File: src/tws_pkg.sv
// How it works
// - start or stop flagged from SDA edge under high SCL
// - generator drives start, restart, stop on request
// - condition event on detection or generation end
// - compare sent bit with SDA at SCL rise
// - per-bit mode: loss flag follows each compare
// - per-byte mode: loss set at ninth fall
// - loss releases SDA when stop-on-loss enabled
// - SCL fall forces internal clock low, reloads divider
// - divider pauses while pin low; clock is AND
// - sync spans first bit to ninth fall
// - wait hold drives SCL low at ninth fall
// - release-on-stop floats SCL after stop detected
// - force-low drives SCL low until cleared
// - delayed clock hold-after-ninth keeps SCL low
// - transmit MSB first, ninth slot ACK/NACK
// - SDA delay zero or two to eight ticks
// - SDA disable holds SDA released
// - receive layout depends on interrupt select
// - ACK output drives programmed ACK bit while generator select low
// - ninth rise SDA gives ACK or NACK request while interrupt select low
// - start resets shifters, reloads, sets wait hold
package tws_pkg;
   // ===========================================================
   // widths and codes
   localparam int          TWS_BRG_W     = 8;
   localparam int          TWS_DAT_W     = 8;
   localparam int          TWS_RX_W      = 9;
   localparam logic [3:0]  TWS_NINTH     = 4'h9;
   localparam logic [3:0]  TWS_EIGHTH    = 4'h8;
   localparam logic [3:0]  TWS_BIT_ZERO  = 4'h0;
   localparam logic [2:0]  TWS_DLY_NONE  = 3'h0;
   localparam logic [3:0]  TWS_DLY_BASE  = 4'h1;
   localparam logic [8:0]  TWS_RX_RST    = 9'h000;
   localparam logic [7:0]  TWS_BRG_RST   = 8'h00;

   typedef enum logic [2:0] {
      TWS_GEN_IDLE,
      TWS_GEN_SETUP,
      TWS_GEN_SCL_HI,
      TWS_GEN_SDA_EDGE,
      TWS_GEN_DONE
   } tws_gen_e;
endpackage : tws_pkg

File: src/tws_engine.sv
`timescale 1ns/1ps
module tws_engine
   import tws_pkg::*;
(
   // clock and reset
   input  wire logic                 clk_i,
   input  wire logic                 rst_n_i,
   // bus pins, open drain: oe low means pulling the line low
   input  wire logic                 scl_i,
   output logic                      scl_o,
   output logic                      scl_oe_n_o,
   input  wire logic                 sda_i,
   output logic                      sda_o,
   output logic                      sda_oe_n_o,
   // configuration
   input  wire logic [TWS_BRG_W-1:0] baud_div_i,
   input  wire logic                 tick_i,
   input  wire logic                 enable_i,
   input  wire logic                 condition_generator_select_i,
   input  wire logic                 start_request_i,
   input  wire logic                 restart_request_i,
   input  wire logic                 stop_request_i,
   input  wire logic                 arbitration_update_select_i,
   input  wire logic                 arb_clear_i,
   input  wire logic                 sda_stop_on_loss_i,
   input  wire logic                 clock_sync_enable_i,
   input  wire logic                 ninth_bit_wait_set_i,
   input  wire logic                 ninth_bit_wait_clear_i,
   input  wire logic                 clock_release_on_stop_i,
   input  wire logic                 clock_force_low_i,
   input  wire logic                 clock_hold_after_ninth_i,
   input  wire logic                 clock_phase_delay_i,
   input  wire logic [2:0]           sda_delay_select_i,
   input  wire logic                 sda_output_disable_i,
   input  wire logic                 two_wire_interrupt_select_i,
   input  wire logic                 ack_output_enable_i,
   input  wire logic                 ack_bit_value_i,
   input  wire logic                 start_reset_enable_i,
   input  wire logic [TWS_DAT_W-1:0] tx_data_i,
   input  wire logic                 tx_load_i,
   // status and events
   output logic                      bus_busy_flag_o,
   output logic                      cond_event_o,
   output logic                      arbitration_lost_flag_o,
   output logic                      ninth_bit_wait_hold_o,
   output logic [TWS_RX_W-1:0]       rx_buffer_o,
   output logic                      rx_done_o,
   output logic                      ack_req_o,
   output logic                      nack_req_o,
   output logic                      dma_req_o,
   output logic                      gen_busy_o
);
   // ===========================================================
   // pin history and edges
   logic scl_q, sda_q;
   always_ff @(posedge clk_i or negedge rst_n_i) begin
      if (!rst_n_i) begin
         scl_q <= 1'b1;
         sda_q <= 1'b1;
      end else begin
         scl_q <= scl_i;
         sda_q <= sda_i;
      end
   end
   wire start_det = scl_i && scl_q && sda_q && !sda_i;
   wire stop_det  = scl_i && scl_q && !sda_q && sda_i;
   wire pin_fall  = scl_q && !scl_i;

   // ===========================================================
   // internal clock divider
   logic                 int_scl;
   logic [TWS_BRG_W-1:0] brg_cnt;
   logic [3:0]           bit_cnt;
   logic                 shifting;
   wire sync_on   = clock_sync_enable_i && shifting;
   wire sync_fall = sync_on && int_scl && pin_fall;
   wire stalled   = int_scl && !scl_i;
   wire xfer_clk  = int_scl && scl_i;
   logic xfer_q;
   wire  xfer_rise = xfer_clk && !xfer_q;
   wire  xfer_fall = !xfer_clk && xfer_q;
   wire  brg_zero  = (brg_cnt == TWS_BRG_RST);

   // ===========================================================
   // holds on SCL
   logic wait_hold, hold9, clk_release;
   // wait hold must outlive the byte, so it is latched at the ninth fall
   logic hold_w;
   wire ninth_fall = xfer_fall && (bit_cnt == TWS_NINTH);
   wire drive_scl_low = clock_force_low_i
                     || hold_w
                     || hold9
                     || (shifting && !int_scl);

   always_ff @(posedge clk_i or negedge rst_n_i) begin
      if (!rst_n_i) begin
         int_scl <= 1'b1;
         brg_cnt <= TWS_BRG_RST;
         xfer_q  <= 1'b1;
      end else begin
         xfer_q <= xfer_clk;
         if (sync_fall) begin
            int_scl <= 1'b0;
            brg_cnt <= baud_div_i;
         end else if (!shifting || (stalled && sync_on)) begin
            brg_cnt <= brg_cnt;
         end else if (tick_i) begin
            if (brg_zero) begin
               brg_cnt <= baud_div_i;
               int_scl <= !int_scl;
            end else begin
               brg_cnt <= brg_cnt - 8'h01;
            end
         end
         if (!shifting && !sync_fall) int_scl <= 1'b1;
      end
   end

   // ===========================================================
   // bit engine
   logic [TWS_DAT_W-1:0] tx_sh;
   logic [TWS_DAT_W-1:0] rx_sh;
   logic                 tx_bit, mism, arb;
   // slot after the eighth fall is the acknowledge slot: line released
   wire cur_tx   = (bit_cnt == TWS_EIGHTH) ? 1'b1 : tx_sh[TWS_DAT_W-1];
   wire mismatch = xfer_rise && tx_bit && !sda_i
                   && (bit_cnt != TWS_NINTH);

   always_ff @(posedge clk_i or negedge rst_n_i) begin
      if (!rst_n_i) begin
         tx_sh     <= 8'h00;
         rx_sh     <= 8'h00;
         bit_cnt   <= TWS_BIT_ZERO;
         shifting  <= 1'b0;
         tx_bit    <= 1'b1;
         mism      <= 1'b0;
         arb       <= 1'b0;
         wait_hold <= 1'b0;
         hold9     <= 1'b0;
         hold_w    <= 1'b0;
         rx_buffer_o <= TWS_RX_RST;
         rx_done_o <= 1'b0;
         ack_req_o <= 1'b0;
         nack_req_o <= 1'b0;
         dma_req_o <= 1'b0;
      end else begin
         rx_done_o  <= 1'b0;
         ack_req_o  <= 1'b0;
         nack_req_o <= 1'b0;
         dma_req_o  <= 1'b0;
         if (ninth_bit_wait_set_i) wait_hold <= 1'b1;
         else if (ninth_bit_wait_clear_i) wait_hold <= 1'b0;
         if (!clock_hold_after_ninth_i) hold9 <= 1'b0;
         if (!wait_hold) hold_w <= 1'b0;
         else if (ninth_fall) hold_w <= 1'b1;
         if (start_det && start_reset_enable_i) begin
            tx_sh     <= tx_data_i;
            rx_sh     <= 8'h00;
            bit_cnt   <= TWS_BIT_ZERO;
            shifting  <= 1'b1;
            wait_hold <= 1'b1;
         end else if (tx_load_i && enable_i && !shifting) begin
            tx_sh    <= tx_data_i;
            bit_cnt  <= TWS_BIT_ZERO;
            shifting <= 1'b1;
         end else if (shifting) begin
            if (xfer_fall) begin
               tx_bit <= cur_tx;
               if (bit_cnt == TWS_NINTH) begin
                  shifting <= 1'b0;
                  bit_cnt  <= TWS_BIT_ZERO;
                  if (arbitration_update_select_i && mism) arb <= 1'b1;
                  if (clock_phase_delay_i && clock_hold_after_ninth_i)
                     hold9 <= 1'b1;
                  mism <= 1'b0;
               end else begin
                  bit_cnt <= bit_cnt + 4'h1;
                  tx_sh   <= {tx_sh[TWS_DAT_W-2:0], 1'b0};
               end
            end
            if (xfer_rise) begin
               if (!arbitration_update_select_i) begin
                  if (bit_cnt != TWS_NINTH) arb <= mismatch;
               end else if (mismatch) mism <= 1'b1;
               if (bit_cnt == TWS_NINTH) begin
                  ack_req_o  <= !two_wire_interrupt_select_i && !sda_i;
                  nack_req_o <= !two_wire_interrupt_select_i && sda_i;
                  dma_req_o  <= !two_wire_interrupt_select_i && !sda_i;
                  rx_done_o  <= 1'b1;
                  if (two_wire_interrupt_select_i)
                     rx_buffer_o <= {rx_sh[0], 1'b0, rx_sh[7:1]};
                  else
                     rx_buffer_o <= {sda_i, rx_sh};
               end else begin
                  rx_sh <= {rx_sh[TWS_DAT_W-2:0], sda_i};
               end
            end
         end
         if (arb_clear_i && !(xfer_rise && mismatch)) begin
            if (arbitration_update_select_i) arb <= 1'b0;
         end
      end
   end

   // ===========================================================
   // condition generator
   tws_gen_e gen_st;
   logic     gen_sda, gen_scl, is_stop, gen_done;
   always_ff @(posedge clk_i or negedge rst_n_i) begin
      if (!rst_n_i) begin
         gen_st   <= TWS_GEN_IDLE;
         gen_sda  <= 1'b1;
         gen_scl  <= 1'b1;
         is_stop  <= 1'b0;
         gen_done <= 1'b0;
      end else begin
         gen_done <= 1'b0;
         case (gen_st)
            TWS_GEN_IDLE: begin
               if (condition_generator_select_i &&
                   (start_request_i || restart_request_i || stop_request_i)) begin
                  is_stop <= stop_request_i;
                  gen_sda <= !stop_request_i;
                  gen_scl <= !restart_request_i && !stop_request_i;
                  gen_st  <= TWS_GEN_SETUP;
               end
            end
            TWS_GEN_SETUP: if (tick_i) begin
               gen_scl <= 1'b1;
               gen_st  <= TWS_GEN_SCL_HI;
            end
            TWS_GEN_SCL_HI: if (tick_i && scl_i) begin
               gen_sda <= is_stop;
               gen_st  <= TWS_GEN_SDA_EDGE;
            end
            TWS_GEN_SDA_EDGE: if (tick_i) begin
               gen_scl  <= is_stop;
               gen_st   <= TWS_GEN_DONE;
            end
            TWS_GEN_DONE: begin
               gen_done <= 1'b1;
               gen_sda  <= 1'b1;
               gen_scl  <= 1'b1;
               if (!condition_generator_select_i) gen_st <= TWS_GEN_IDLE;
            end
            default: gen_st <= TWS_GEN_IDLE;
         endcase
      end
   end
   wire gen_active = (gen_st != TWS_GEN_IDLE);

   // ===========================================================
   // SDA path
   wire sda_raw   = (!condition_generator_select_i && ack_output_enable_i
                     && bit_cnt == TWS_NINTH) ? ack_bit_value_i : tx_bit;
   logic sda_dly;
   tws_sda_delay u_delay (
      .clk_i       (clk_i),
      .rst_n_i     (rst_n_i),
      .tick_i      (tick_i),
      .delay_sel_i (sda_delay_select_i),
      .bit_i       (sda_raw),
      .bit_o       (sda_dly)
   );
   wire sda_release = sda_output_disable_i
                   || (sda_stop_on_loss_i && arb);
   wire sda_low = gen_active ? !gen_sda : (!sda_release && !sda_dly);
   wire scl_low = gen_active ? !gen_scl : (drive_scl_low && !clk_release);

   always_ff @(posedge clk_i or negedge rst_n_i) begin
      if (!rst_n_i) begin
         clk_release <= 1'b0;
         bus_busy_flag_o <= 1'b0;
         cond_event_o <= 1'b0;
         sda_oe_n_o <= 1'b1;
         scl_oe_n_o <= 1'b1;
         sda_o <= 1'b0;
         scl_o <= 1'b0;
         arbitration_lost_flag_o <= 1'b0;
         ninth_bit_wait_hold_o <= 1'b0;
         gen_busy_o <= 1'b0;
      end else begin
         if (stop_det && clock_release_on_stop_i) clk_release <= 1'b1;
         else if (start_det || !clock_release_on_stop_i) clk_release <= 1'b0;
         if (start_det) bus_busy_flag_o <= 1'b1;
         else if (stop_det) bus_busy_flag_o <= 1'b0;
         cond_event_o <= condition_generator_select_i ? gen_done
                                                       : (start_det || stop_det);
         sda_oe_n_o <= !sda_low;
         scl_oe_n_o <= !scl_low;
         sda_o <= 1'b0;
         scl_o <= 1'b0;
         arbitration_lost_flag_o <= arb;
         ninth_bit_wait_hold_o <= wait_hold;
         gen_busy_o <= gen_active;
      end
   end

   // ===========================================================
   // checks
   property p_busy_start;
      @(posedge clk_i) disable iff (!rst_n_i)
      start_det |=> bus_busy_flag_o;
   endproperty
   a_busy_start: assert property (p_busy_start) else $error("busy not set");
   property p_busy_stop;
      @(posedge clk_i) disable iff (!rst_n_i)
      stop_det && !start_det |=> !bus_busy_flag_o;
   endproperty
   a_busy_stop: assert property (p_busy_stop) else $error("busy not cleared");
   property p_disable;
      @(posedge clk_i) disable iff (!rst_n_i)
      sda_output_disable_i && !gen_active |=> sda_oe_n_o;
   endproperty
   a_disable: assert property (p_disable) else $error("sda driven while off");
   property p_force;
      @(posedge clk_i) disable iff (!rst_n_i)
      clock_force_low_i && !gen_active && !clk_release |=> !scl_oe_n_o;
   endproperty
   a_force: assert property (p_force) else $error("scl not forced low");
   property p_od;
      @(posedge clk_i) disable iff (!rst_n_i)
      !sda_o && !scl_o;
   endproperty
   a_od: assert property (p_od) else $error("line driven high");
   property p_loss;
      @(posedge clk_i) disable iff (!rst_n_i)
      sda_stop_on_loss_i && arb && !gen_active |=> sda_oe_n_o;
   endproperty
   a_loss: assert property (p_loss) else $error("sda kept after loss");
   property p_start_rst;
      @(posedge clk_i) disable iff (!rst_n_i)
      start_det && start_reset_enable_i |=> wait_hold && shifting && bit_cnt == TWS_BIT_ZERO;
   endproperty
   a_start_rst: assert property (p_start_rst) else $error("start reset missed");
   property p_bitmode;
      @(posedge clk_i) disable iff (!rst_n_i)
      shifting && xfer_rise && !arbitration_update_select_i && !start_det
         && bit_cnt != TWS_NINTH
         |=> arb == $past(mismatch);
   endproperty
   a_bitmode: assert property (p_bitmode) else $error("per-bit flag wrong");
endmodule : tws_engine

File: src/tws_sda_delay.sv
`timescale 1ns/1ps
module tws_sda_delay
   import tws_pkg::*;
(
   // clock and reset
   input  wire logic       clk_i,
   input  wire logic       rst_n_i,
   // control
   input  wire logic       tick_i,
   input  wire logic [2:0] delay_sel_i,
   // data
   input  wire logic       bit_i,
   output logic            bit_o
);
   // ===========================================================
   // tick-counted delay line
   logic [3:0] cnt;
   logic       pend;
   logic       held;
   wire  [3:0] target = {1'b0, delay_sel_i} + TWS_DLY_BASE;
   wire        no_dly = (delay_sel_i == TWS_DLY_NONE);

   always_ff @(posedge clk_i or negedge rst_n_i) begin
      if (!rst_n_i) begin
         cnt   <= TWS_BIT_ZERO;
         pend  <= 1'b0;
         held  <= 1'b1;
         bit_o <= 1'b1;
      end else begin
         if (no_dly) begin
            bit_o <= bit_i;
            pend  <= 1'b0;
         end else if (bit_i != held) begin
            held <= bit_i;
            pend <= 1'b1;
            // first tick already counts, so a setting of n waits n+1 ticks
            cnt  <= TWS_DLY_BASE;
         end else if (pend && tick_i) begin
            if (cnt == target) begin
               bit_o <= held;
               pend  <= 1'b0;
            end else begin
               cnt <= cnt + TWS_DLY_BASE;
            end
         end
      end
   end
endmodule : tws_sda_delay

File: config.mk
export PLATFORM = sky130hd
export DESIGN_NAME = tws_engine
export DESIGN_NICKNAME = d
export VERILOG_FILES = /design/src/tws_pkg.sv /design/src/tws_engine.sv /design/src/tws_sda_delay.sv
export SDC_FILE = /design/constraint.sdc
export NUM_CORES = 1
export LEC_CHECK = 0
export CAP_MARGIN = 5
export CORE_MARGIN = 2
export CORE_UTILIZATION = 48
export DETAILED_ROUTE_END_ITERATION = 8
export DONT_BUFFER_PORTS = 1
export GPL_ROUTABILITY_DRIVEN = 0
export GPL_TIMING_DRIVEN = 0
export RECOVER_POWER = 100
export REMOVE_ABC_BUFFERS = 1
export SYNTH_ARGS = -nofsm -noshare
export SYNTH_HDL_FRONTEND = slang
export SYNTH_HIERARCHICAL = 1
export SYNTH_SLANG_ARGS = --single-unit
File: constraint.sdc
create_clock -name clk_i -period 6.2 [get_ports clk_i]
set_input_delay 0 -clock clk_i [delete_from_list [all_inputs] [get_ports clk_i]]
set_output_delay 0 -clock clk_i [all_outputs]
set_load 0.02 [all_outputs]
# Yosys cells after proc, flatten, opt, wreduce, memory -nomap -nowiden
# Cells that the tools add are included.
dict set report op_classes {
  bitwise 3
  n_reduce_logical 106
  n_mux 107
  addsub 4
  eq_ne 22
}
# operator count
set op_table {}
lappend op_table {{$mux W8} 14}
lappend op_table {{$mux W1} 76}
lappend op_table {{$logic_and A1 B1 Y1} 39}
lappend op_table {{$mux W4} 8}
lappend op_table {{$reduce_bool A3 Y1} 9}
lappend op_table {{$logic_not A1 Y1} 21}
lappend op_table {{$reduce_and A3 Y1} 6}
lappend op_table {{$ne A2 B2 Y1 const B} 8}
lappend op_table {{$reduce_bool A2 Y1} 8}
lappend op_table {{$mux W3} 5}
lappend op_table {{$pmux W3 S5} 1}
lappend op_table {{$reduce_and A4 Y1} 3}
lappend op_table {{$reduce_and A2 Y1} 5}
lappend op_table {{$reduce_and A5 Y1} 2}
lappend op_table {{$logic_or A1 B1 Y1} 9}
lappend op_table {{$mux W9} 1}
lappend op_table {{$add A4 B1 Y4 const B} 2}
lappend op_table {{$eq A4 B4 Y1 const B} 2}
lappend op_table {{$logic_not A8 Y1} 1}
lappend op_table {{$sub A8 B1 Y8 const B} 1}
lappend op_table {{$eq A3 B2 Y1 const B} 2}
lappend op_table {{$logic_not A3 Y1} 2}
lappend op_table {{$ne A2 B1 Y1 const B} 3}
lappend op_table {{$add A3 B1 Y4 const B} 1}
lappend op_table {{11 further kinds} 13}
dict set report word_totals {
  out_inout_bits 22
  reg_bits 73
  wordCells 278
  in_bits 45
}

# Logic depth before layout (Yosys ltp)
# Gate-level depths: netlist of run 1.
dict set report depth {
  word_depth 13
  depth_mapped 9
  depth_no_buf 8
}

# Hierarchy
# The synthesis of run 1 kept the hierarchy.
# module n_inst seq_area_each_um2 cells_each area_per_inst_um2
set modules_own_cells {}
lappend modules_own_cells {tws_engine 1 1662.8 304 3259.4}
lappend modules_own_cells {tws_sda_delay 1 177.7 58 521.8}

# Least setup slack after synthesis of run 1
# No wires, ideal clock.
dict set report synth_timing {
  path_type {register to register}
  from {register bit_cnt[1]}
  to {register u_delay.cnt[2]}
  t_arrival_ps 2203
  synth_period_minus_slack_ps 2272
  t_required_ps 6131
  stages_incl_launch_ff 9
  setup_ps 69
  slack_ps 3928
  path_buffers 1
  path_cell_list {dfrtp_1 > nor4bb_1 > buf_2 > nand3b_1 > mux2_2 > xnor2_1 > nand2_1 > or4_1 > nand3_1}
}
dict set report synth_between {
  elab_chain_cells 6
  word_cells_on_any_way 8
  cone_classes {eq/ne (3); mux (2); reduce/logical (3)}
}
# item line
set synth_lines {}
lappend synth_lines {{start, declared} tws_engine.sv:73} ;# logic [3:0] bit_cnt;
lappend synth_lines {{start signal, assigned} tws_engine.sv:177} ;# bit_cnt <= bit_cnt + 4'h1;
lappend synth_lines {{$eq A4 B4 Y1 (*)} tws_engine.sv:255} ;# && bit_cnt == TWS_NINTH) ? ack_bit_value_i : tx_bit;
lappend synth_lines {{$logic_and A1 B1 Y1 (*)} tws_engine.sv:255}
lappend synth_lines {{$mux W1 (*)} tws_engine.sv:255}
lappend synth_lines {{named net sda_raw} tws_engine.sv:254} ;# wire sda_raw = (!condition_generator_select_i && ack_output_enable_i
lappend synth_lines {{$ne A1 B1 Y1 (*)} tws_sda_delay.sv:33} ;# end else if (bit_i != held) begin
lappend synth_lines {{$ne A2 B1 Y1 (no line) or $reduce_bool A2 Y1 (tied branches)} n/a}
lappend synth_lines {{$reduce_and A3 Y1 (no line)} n/a}
lappend synth_lines {{end signal, assigned} tws_sda_delay.sv:43} ;# cnt <= cnt + TWS_DLY_BASE;
lappend synth_lines {{end, declared} tws_sda_delay.sv:17} ;# logic [3:0] cnt;
# Mark *: on every way through the listed nets, which the timed path passes. The rest lies on a longest branch.
# A chain may end at the register's enable or synchronous reset.

==> metrics, run 1 <==
Top Ports=67; CTS tree=built; Setup crit start=rst_n_i; layout net count=445; leading area contributor after synthesis=dfrtp_1; CP Data Arrival Time=3.25 ns; CP Data Required Time=5.78 ns; number of routed nets with antenna violations=0; multiplexer share of the synthesized area=0.0970; worst slew pin tran=3.82 ns; Fmax=0.273 GHz; main combinational cell family by area after synthesis=simple AND/OR/NAND/NOR gates; minimum clock period=3.67 ns; post-DR vias/cell=5.47; delay-heaviest family, CP=buffers and inverters; pin count of the biggest net entering global routing=74; Logic pwr share=0.307; Synth area leaders=dfrtp_1, dfstp_2, mux2_2, mux2i_1, nand2_1; Ys Warns=6; Synth Area in Adders=0.0165; share of layout cells above drive strength 1=0.113; Hold Fails Final Rpt=0; Post-synth EDFFs=0; critical path class=primary input to async pin; WP buf/inv=2; Leak=1.92 nW; fill count=718; drt first pass iters=5; clock share of power=0.224; status=finished with violations; final hold slack=0.0153 ns; hold path start=arbitration_update_select_i; unique cell type count in the Yosys netlist=64; Main synth FF type=dfrtp_1; HPWL after DPL=5100 microns; Clock Pin Slew Worst Setup and Hold Paths=0.07 ns; Buffers on Ports=0; cts repair resizes=0; Async S/R FF share, synth=1.00; Core Region=0.00769 sq mm; max-cap violation count=1; reg2reg start=bit_cnt[1]; violated checks=capacitance limit, slew limit; grt total ovfl=0; sequential area share after synthesis=0.487; post-route clock period utilization=0.591; worst hold path cell count=3; Core Util, Final=0.567; Root Buffer=clkbuf_8; Reg2Reg Depth=7; Clock Sinks=73; Pint=1.17 mW; cells along the critical path=dlygate4sd3_1 > clkbuf_1; Die Y=92.8 microns; Clock Skews=0.0165 ns; global-route usage over all layers=0.192; final wirelength=7730 microns; DR iter-0 viols=150; NetSw=662 uW; FP Rows=32; Synth Instances=362; final setup TNS=0 ns; Initial Util=0.492; Max IR drop VDD=0.211 mV; clock buffer depth=2; PD cells=420 mW/mm^2; Slew Limit Fails=74; initial antenna violation count=0; min-delay worst type=primary input to flop; worst rel slew slack=-1.54; CP max FO=73; vias in the first global route=2,729; Worst setup SP type=primary input; drc violations=0; CTS Buf Count=9; area grow syn2layout=15.2%; cell with the largest stage delay on the worst path=clkbuf_1; post-synthesis compound-gate area fraction=0.165; die area=0.00860 sq mm; Net Sw Frac=0.362; flops & latches, synth=73; RSZ-0062 raised after global routing=false; final setup fails=0; sequential group share of total power=0.469; first-pass GRT wire length=12,900 microns; Netlist Area Pre-Place=0.00378 sq mm; post-synthesis xor/xnor area fraction=0.0185; placed instance area=0.00379 sq mm; Synth top area share=0.410; Synth Area in Simple Gates=0.170; Clock Latency Late Sink=0.35 ns; max incr delay on CP=2.67 ns; Die Width=92.8 microns; Setup Buffers After CTS=0; Avg Synthesized Cell Area=10.4 sq um; crit end category=async pin; WP depth=2; H-Tree Depth=3; diode count=0; routed via count=2,748; final design area excluding fillers=0.00436 sq mm; Routed wire per std cell=15.4 microns
==> repair_timing <==
action,CTS,global route
hold buffers,38,0
endpoints found under the hold margin,125,0
setup endpoints to repair,0,0
==> synthesized netlist by cell type (6+ instances only) <==
library cell,n
nand2_1,39
nor2_1,17
nor2b_1,7
dfstp_2,11
buf_4,6
nand3_1,13
a22o_1,9
mux2i_1,16
a21oi_1,14
nor3_1,6
o21ai_0,23
mux2_2,17
nand2b_1,7
dfrtp_1,62
inv_1,14
==> metal layers <==
layer,up-vias,track usage,share of wire
li1,1358,-,-
met1,1340,0.256,0.48
met2,45,0.300,0.46
met3,5,0.0724,0.051
met4,0,0.0404,0.0063
met5,-,0,0
==> power groups by stage <==
stage          combinational, mW  clock [mW]  sequential, mW
2_1_floorplan              0.447           0           0.826
3_3_place_gp               0.513           0           0.865
3_5_place_dp               0.528           0           0.869
4_1_cts                    0.571       0.421           0.862
5_1_grt                    0.639       0.441           0.885
6_report                   0.561       0.410           0.857
==> layout by cell type, fill, tap and decap left out, types with 5 or more instances in the layout <==
cell | Yosys | routed
xor2_1 | 5 | 5
nand3_1 | 13 | 13
dfrtp_1 | 62 | 62
nor2_1 | 17 | 17
mux2i_1 | 16 | 16
dfstp_1 | 0 | 5
mux2_2 | 17 | 16
o21ai_0 | 23 | 24
ha_1 | 5 | 5
a22o_1 | 9 | 9
o31ai_1 | 5 | 5
nand2_1 | 39 | 40
dlygate4sd3_1 | 0 | 37
inv_1 | 14 | 14
dfstp_2 | 11 | 6
nor2b_1 | 7 | 7
a21oi_1 | 14 | 15
nor3_1 | 6 | 6
nand2b_1 | 7 | 7
clkbuf_8 | 0 | 9
==> final cells by class <==
type,count,area (sq um),share of cell area
flip-flops and latches,73,1840,0.423
multi-input cells,259,1740,0.400
repair buffers,38,374,0.0859
well taps,102,128,0.0293
clock buffers,9,124,0.0284
clock inverters,7,95.1,0.0218
inverters,14,52.6,0.0121
==> sequential cells by signal (all words and copies together), names as in the netlist, 3 cells and up <==
signal,cells
rx_buffer_o,9
brg_cnt,8
rx_sh,8
tx_sh,8
bit_cnt,4
u_delay/cnt,4
gen_st,3
==> cells by family after synthesis <==
kind of cell	Yosys count
compound gates	90
simple gates	120
buf+inv	31
mux	34
flops	73
xor+xnor	8
fa+ha+maj	5
other cells	1
==> per-stage QoR <==
step / power (mW) / setup WS (ns) / cells
finish: 1.83 / 2.53 / 502
global route: 1.97 / 1.59 / 502
CTS: 1.85 / 3.00 / 502
detailed placement: 1.40 / 3.03 / 448
global placement: 1.38 / 2.98 / 448
floorplan: 1.27 / 3.61 / 346
==> worst paths after layout <==
check	end	slack, ns
max reg2reg	u_delay/cnt[2]	2.95
min in group asynchronous	brg_cnt[4]	1.50
max in group clk_i	u_delay/cnt[2]	2.95
min	arb	0.02
max	tx_sh[1]	2.53
min reg2reg	arbitration_lost_flag_o	0.41
No activity file was read; power rests on OpenSTA's default activity.
==> run 2, diff against run 1 <==
==> constraint.sdc (replaced) <==
create_clock -name clk_i -period 3.5 [get_ports clk_i]
set_input_delay 0 -clock clk_i [delete_from_list [all_inputs] [get_ports clk_i]]
set_output_delay 0 -clock clk_i [all_outputs]
set_load 0.02 [all_outputs]
==> run 2 against run 1 <==
Against the previous run:
- the flow still finishes with violations (capacitance limit, slew limit)
- non-clock buffer count unchanged
- register-to-register slack worse by 2.6 ns
- first-iteration DRC count fell by 2.0%
- largest cell class unchanged
==> metrics, run 2 (synthesized netlist as in run 1, its figures left out) <==
status=finished with violations (unchanged); violated checks=capacitance limit, slew limit (unchanged); met3 wire len=404 microns (was 395 microns); critical path class=flop to flop (was primary input to async pin); Clock Latency Late Sink=0.35 ns (about the same); clock buffer depth=2 (unchanged); Hold Fails Final Rpt=0 (unchanged); drt first pass iters=5 (unchanged); vias in the first global route=2,729 (unchanged); cts repair resizes=0 (unchanged); post-route clock period utilization=0.907; Worst setup SP type=flop (was primary input); Clock Sinks=73 (unchanged); post-DR vias/cell=5.48 (was 5.47); worst rel slew slack=-0.171 (was -1.54); die area=0.00860 sq mm (unchanged); max-cap violation count=1 (unchanged); met1 WL=3720 microns (about the same); worst slew pin tran=1.76 ns (was 3.82 ns); Reg2Reg Depth=7 (unchanged); drc violations=0 (unchanged); DR top layer=met4 (unchanged); DR iter-0 viols=147 (was 150); PD cells=744 mW/mm^2 (was 420 mW/mm^2); most frequent cells in the layout=dfrtp_1, nand2_1, dlygate4sd3_1 (unchanged); Root Buffer=clkbuf_8 (unchanged); FP Rows=32 (unchanged); Initial Util=0.492 (unchanged); CP max FO=9 (was 73); Routed wire per std cell=15.4 microns (about the same); metal2 WL=3550 microns (was 3560 microns); Clock Skews=0.0159 ns (was 0.0165 ns); diode count=0 (unchanged); global-route usage over all layers=0.192 (unchanged); CTS tree=built (unchanged); min-delay worst type=primary input to flop (unchanged); final setup fails=0 (unchanged); share of layout cells above drive strength 1=0.118 (was 0.113); layout net count=445 (unchanged); minimum clock period=3.17 ns; crit end category=flop (was async pin); area grow syn2layout=15.2% (about the same); initial antenna violation count=0 (unchanged); H-Tree Depth=3 (unchanged); first-pass GRT wire length=12,900 microns (unchanged); Slew Limit Fails=74 (unchanged); Top Ports=67 (unchanged); Die Width=92.8 microns (unchanged); Core Util, Final=0.567 (about the same); Biggest register=rx_buffer_o (unchanged); CP Data Required Time=3.78 ns (was 5.78 ns); Max IR drop VDD=0.374 mV (was 0.211 mV); Leak=1.92 nW (about the same); Die Y=92.8 microns (unchanged); pin count of the biggest net entering global routing=74 (unchanged); grt total ovfl=0 (unchanged); Core Region=0.00769 sq mm (unchanged); number of routed nets with antenna violations=0 (unchanged); CTS Buf Count=9 (unchanged); worst hold path cell count=3 (unchanged); RSZ-0062 raised after global routing=false (unchanged); HPWL after DPL=5100 microns (unchanged); CP Data Arrival Time=3.45 ns (was 3.25 ns); final wirelength=7730 microns (about the same); commonest non-fill, non-tap cell in the layout=dfrtp_1 (unchanged); routed via count=2,751 (was 2,748); Clock Pin Slew Worst Setup and Hold Paths=0.08 ns (was 0.07 ns); Buffers on Ports=0 (unchanged); Fmax=0.315 GHz; number of flip-flops under the largest register name=9 (unchanged); final setup TNS=0 ns (unchanged); fill count=717 (was 718)
==> run 2: cell type report <==
type,count,area (sq um),share of cell area
sequential,73,1840,0.422
multi-input combinational,259,1740,0.400
timing repair buffer,38,375,0.0862
tap,102,128,0.0293
clock buffer,9,124,0.0284
clock inverter,7,95.1,0.0218
inverter,14,52.6,0.0121
==> run 2: timing repair <==
| action | CTS | global route |
|---|---|---|
| hold buffers | 38 | 0 |
| setup buffers | 0 | 0 |
| hold endpoints to repair | 125 | 0 |
==> run 2: power by group <==
| group | internal [mW] | switching [mW] |
|---|---|---|
| combinational | 0.501 | 0.494 |
| sequential | 1.16 | 0.354 |
| clock | 0.401 | 0.325 |
| total | 2.07 | 1.17 |
==> run 2: worst paths after layout <==
check,from,end,slack (ns)
max,bit_cnt[1],u_delay/cnt[2],0.33
min in group asynchronous,rst_n_i,brg_cnt[4],0.65
min,arbitration_update_select_i,arb,0.01
max reg2reg,bit_cnt[1],u_delay/cnt[2],0.33
min reg2reg,arb,arbitration_lost_flag_o,0.41
max in group asynchronous,rst_n_i,tx_sh[1],1.79
==> run 2: critical path, cell delays in order, from the launching register on <==
cell and delay, ns:
dfrtp_1 0.47, nor4bb_1 0.94, nand3b_1 0.15, mux2_2 0.35
xnor2_1 0.50, nand2_1 0.17, or4_1 0.43, nand3_1 0.10
==> run 2: routing by layer <==
layer  track usage  vias up
li1              -     1358
met1         0.256     1338
met2         0.300       50
met3        0.0724        5
met4        0.0404        0
met5             0        -
==> run 2: metrics by stage <==
step	worst slack (ns)	hold WS (ns)	power, mW	instances	area, sq um
5_1_grt	0.0121	0.0162	3.48	502	4360
6_report	0.326	0.0147	3.24	502	4360
4_1_cts	0.296	0.00188	3.28	502	4410
3_5_place_dp	0.326	-0.293	2.47	448	3790
3_3_place_gp	0.284	-0.294	2.44	448	3790
2_1_floorplan	0.914	-0.296	2.25	346	3670
==> run 3, diff against run 2 <==
--- a/config.mk
+++ b/config.mk
@@ -12,6 +12,7 @@
 export DONT_BUFFER_PORTS = 1
 export GPL_ROUTABILITY_DRIVEN = 0
 export GPL_TIMING_DRIVEN = 0
+export PLACE_DENSITY_LB_ADDON = 0.1
 export RECOVER_POWER = 100
 export REMOVE_ABC_BUFFERS = 1
 export SYNTH_ARGS = -nofsm -noshare
==> run 3 against run 2 <==
Against the previous run:
- the run still ends with capacitance limit, slew limit left
- clock skew decreased by 0.0069 ns
- worst setup slack got worse by 0.066 ns
- core utilization increased by 0.18 points
- hold slack got worse by 0.0076 ns
- global-route usage increased by 0.31 points
- critical path depth unchanged
==> metrics, run 3 (synthesized netlist as in run 1, its figures left out) <==
placed instance area=0.00379 sq mm (unchanged); Clock Sinks=73 (unchanged); first-pass GRT wire length=13,100 microns (was 12,900 microns); Clock Latency Late Sink=0.35 ns (about the same); status=finished with violations (unchanged); diode count=0 (unchanged); Routed wire per std cell=15.7 microns (was 15.4 microns); final setup fails=0 (unchanged); CTS Buf Count=9 (unchanged); cts repair resizes=0 (unchanged); CP Data Arrival Time=3.52 ns (was 3.45 ns); violated checks=capacitance limit, slew limit (unchanged); Max IR drop VDD=0.318 mV (was 0.374 mV); final wirelength=7890 microns (was 7730 microns); Hold Fails Final Rpt=0 (unchanged); Worst setup SP type=flop (unchanged); vias in the first global route=2,701 (was 2,729); final cell count without fillers=502 (unchanged); post-route clock period utilization=0.926 (was 0.907); HPWL after DPL=5160 microns (was 5100 microns); number of flip-flops under the largest register name=9 (unchanged); critical path class=flop to flop (unchanged); post-DR vias/cell=5.49 (was 5.48); Clock Pin Slew Worst Setup and Hold Paths=0.07 ns (was 0.08 ns); drc violations=0 (unchanged); RSZ-0062 raised after global routing=false (unchanged); initial antenna violation count=0 (unchanged); Buffers on Ports=0 (unchanged); routed via count=2,758 (was 2,751); drt first pass iters=4 (was 5); most frequent cells in the layout=dfrtp_1, nand2_1, dlygate4sd3_1 (unchanged); CP max FO=9 (unchanged); cell with the largest stage delay on the worst path=nor4bb_1 (unchanged); worst slew pin tran=1.81 ns (was 1.76 ns); sequential cell area=0.00184 sq mm (unchanged); final design area excluding fillers=0.00437 sq mm (was 0.00436 sq mm); Die Y=92.8 microns (unchanged); die area=0.00860 sq mm (unchanged); area used by multi-input combinational logic=0.00175 sq mm (was 0.00174 sq mm); Fmax=0.309 GHz (was 0.315 GHz); grt total ovfl=0 (unchanged); share of layout cells above drive strength 1=0.118 (unchanged); minimum clock period=3.24 ns (was 3.17 ns); Placed Cells=448 (unchanged); Leak=1.94 nW (was 1.92 nW); max-cap violation count=1 (unchanged); DR iter-0 viols=129 (was 147); Clock Skews=0.00900 ns (was 0.0159 ns); commonest non-fill, non-tap cell in the layout=dfrtp_1 (unchanged); Top Ports=67 (unchanged); final setup TNS=0 ns (unchanged); Root Buffer=clkbuf_8 (unchanged); fill count=701 (was 717); Core Region=0.00769 sq mm (unchanged); Slew Limit Fails=74 (unchanged); Initial Util=0.492 (unchanged); Biggest register=rx_buffer_o (unchanged); crit end category=flop (unchanged); H-Tree Depth=3 (unchanged); FP Rows=32 (unchanged); max incr delay on CP=0.96 ns (was 0.94 ns); cells along the critical path=nor4bb_1 > nand3b_1 > mux2_2 > xnor2_1 > nand2_1 > or4_1 > nand3_1 (unchanged); clock buffer depth=2 (unchanged); PD cells=747 mW/mm^2 (was 744 mW/mm^2); CTS tree=built (unchanged); number of routed nets with antenna violations=0 (unchanged); CP Data Required Time=3.78 ns (about the same); min-delay worst type=primary input to flop (unchanged); layout net count=445 (unchanged); Die Width=92.8 microns (unchanged); pin count of the biggest net entering global routing=74 (unchanged); area grow syn2layout=15.6% (was 15.2%); worst rel slew slack=-0.208 (was -0.171); global-route usage over all layers=0.195 (was 0.192)
run 3: critical path, delay by kind of cell, from the launching register on:
family                    cells  cell delay (ns)
and+or+nand+nor               5             1.83
xor gates and xnor gates      1             0.51
muxes                         1             0.36
DFF                           1             0.47
run 3: routing by layer:
metal / vias up / share of wire / global-route usage
li1: 1371 / - / -
met1: 1329 / 0.48 / 0.264
met2: 49 / 0.46 / 0.302
met3: 9 / 0.050 / 0.0627
met4: 0 / 0.012 / 0.0564
met5: - / 0 / 0
run 3: cell type report:
type	instances	share of cell area
Timing Repair Buffer	38	0.0859
Clock buffer	11	0.0324
Inverter	14	0.0120
Tap cell	102	0.0292
Multi-Input combinational cell	259	0.401
Sequential cell	73	0.421
Clock inverter	5	0.0180
run 3: timing repair:
item	CTS	global route
endpoints found under the hold margin	126	0
hold buffers	38	0
buffers inserted	0	0
endpoints found under the setup margin	0	0
run 3: power by group:
part / leakage [nW] / internal (mW) / switching, mW / total, mW
Sequential: 0.905 / 1.16 / 0.356 / 1.52
Combinational: 0.919 / 0.502 / 0.502 / 1.00
Clock: 0.113 / 0.420 / 0.320 / 0.740
Total: 1.94 / 2.09 / 1.18 / 3.26
run 3: worst paths after layout:
| check | from | cells past startpoint | end | slack [ns] |
|---|---|---|---|---|
| min reg2reg | arb | 0 | arbitration_lost_flag_o | 0.41 |
| max reg2reg | bit_cnt[1] | 7 | u_delay/cnt[2] | 0.26 |
| max in group asynchronous | rst_n_i | 2 | u_delay/pend | 1.74 |
| max | bit_cnt[1] | 7 | u_delay/cnt[2] | 0.26 |
| min | arbitration_update_select_i | 3 | arb | 0.007 |
| min in group asynchronous | rst_n_i | 2 | nack_req_o | 0.70 |
run 3: through the flow:
stage          hold slack (ns)  utilization  total power, mW  setup slack, ns
2_1_floorplan           -0.296            -             2.25            0.914
3_3_place_gp            -0.294        0.493             2.44            0.299
3_5_place_dp            -0.294        0.493             2.48            0.284
4_1_cts                0.00182        0.574             3.31            0.265
5_1_grt                 0.0276        0.569             3.51          0.00822
6_report               0.00710        0.569             3.26            0.260
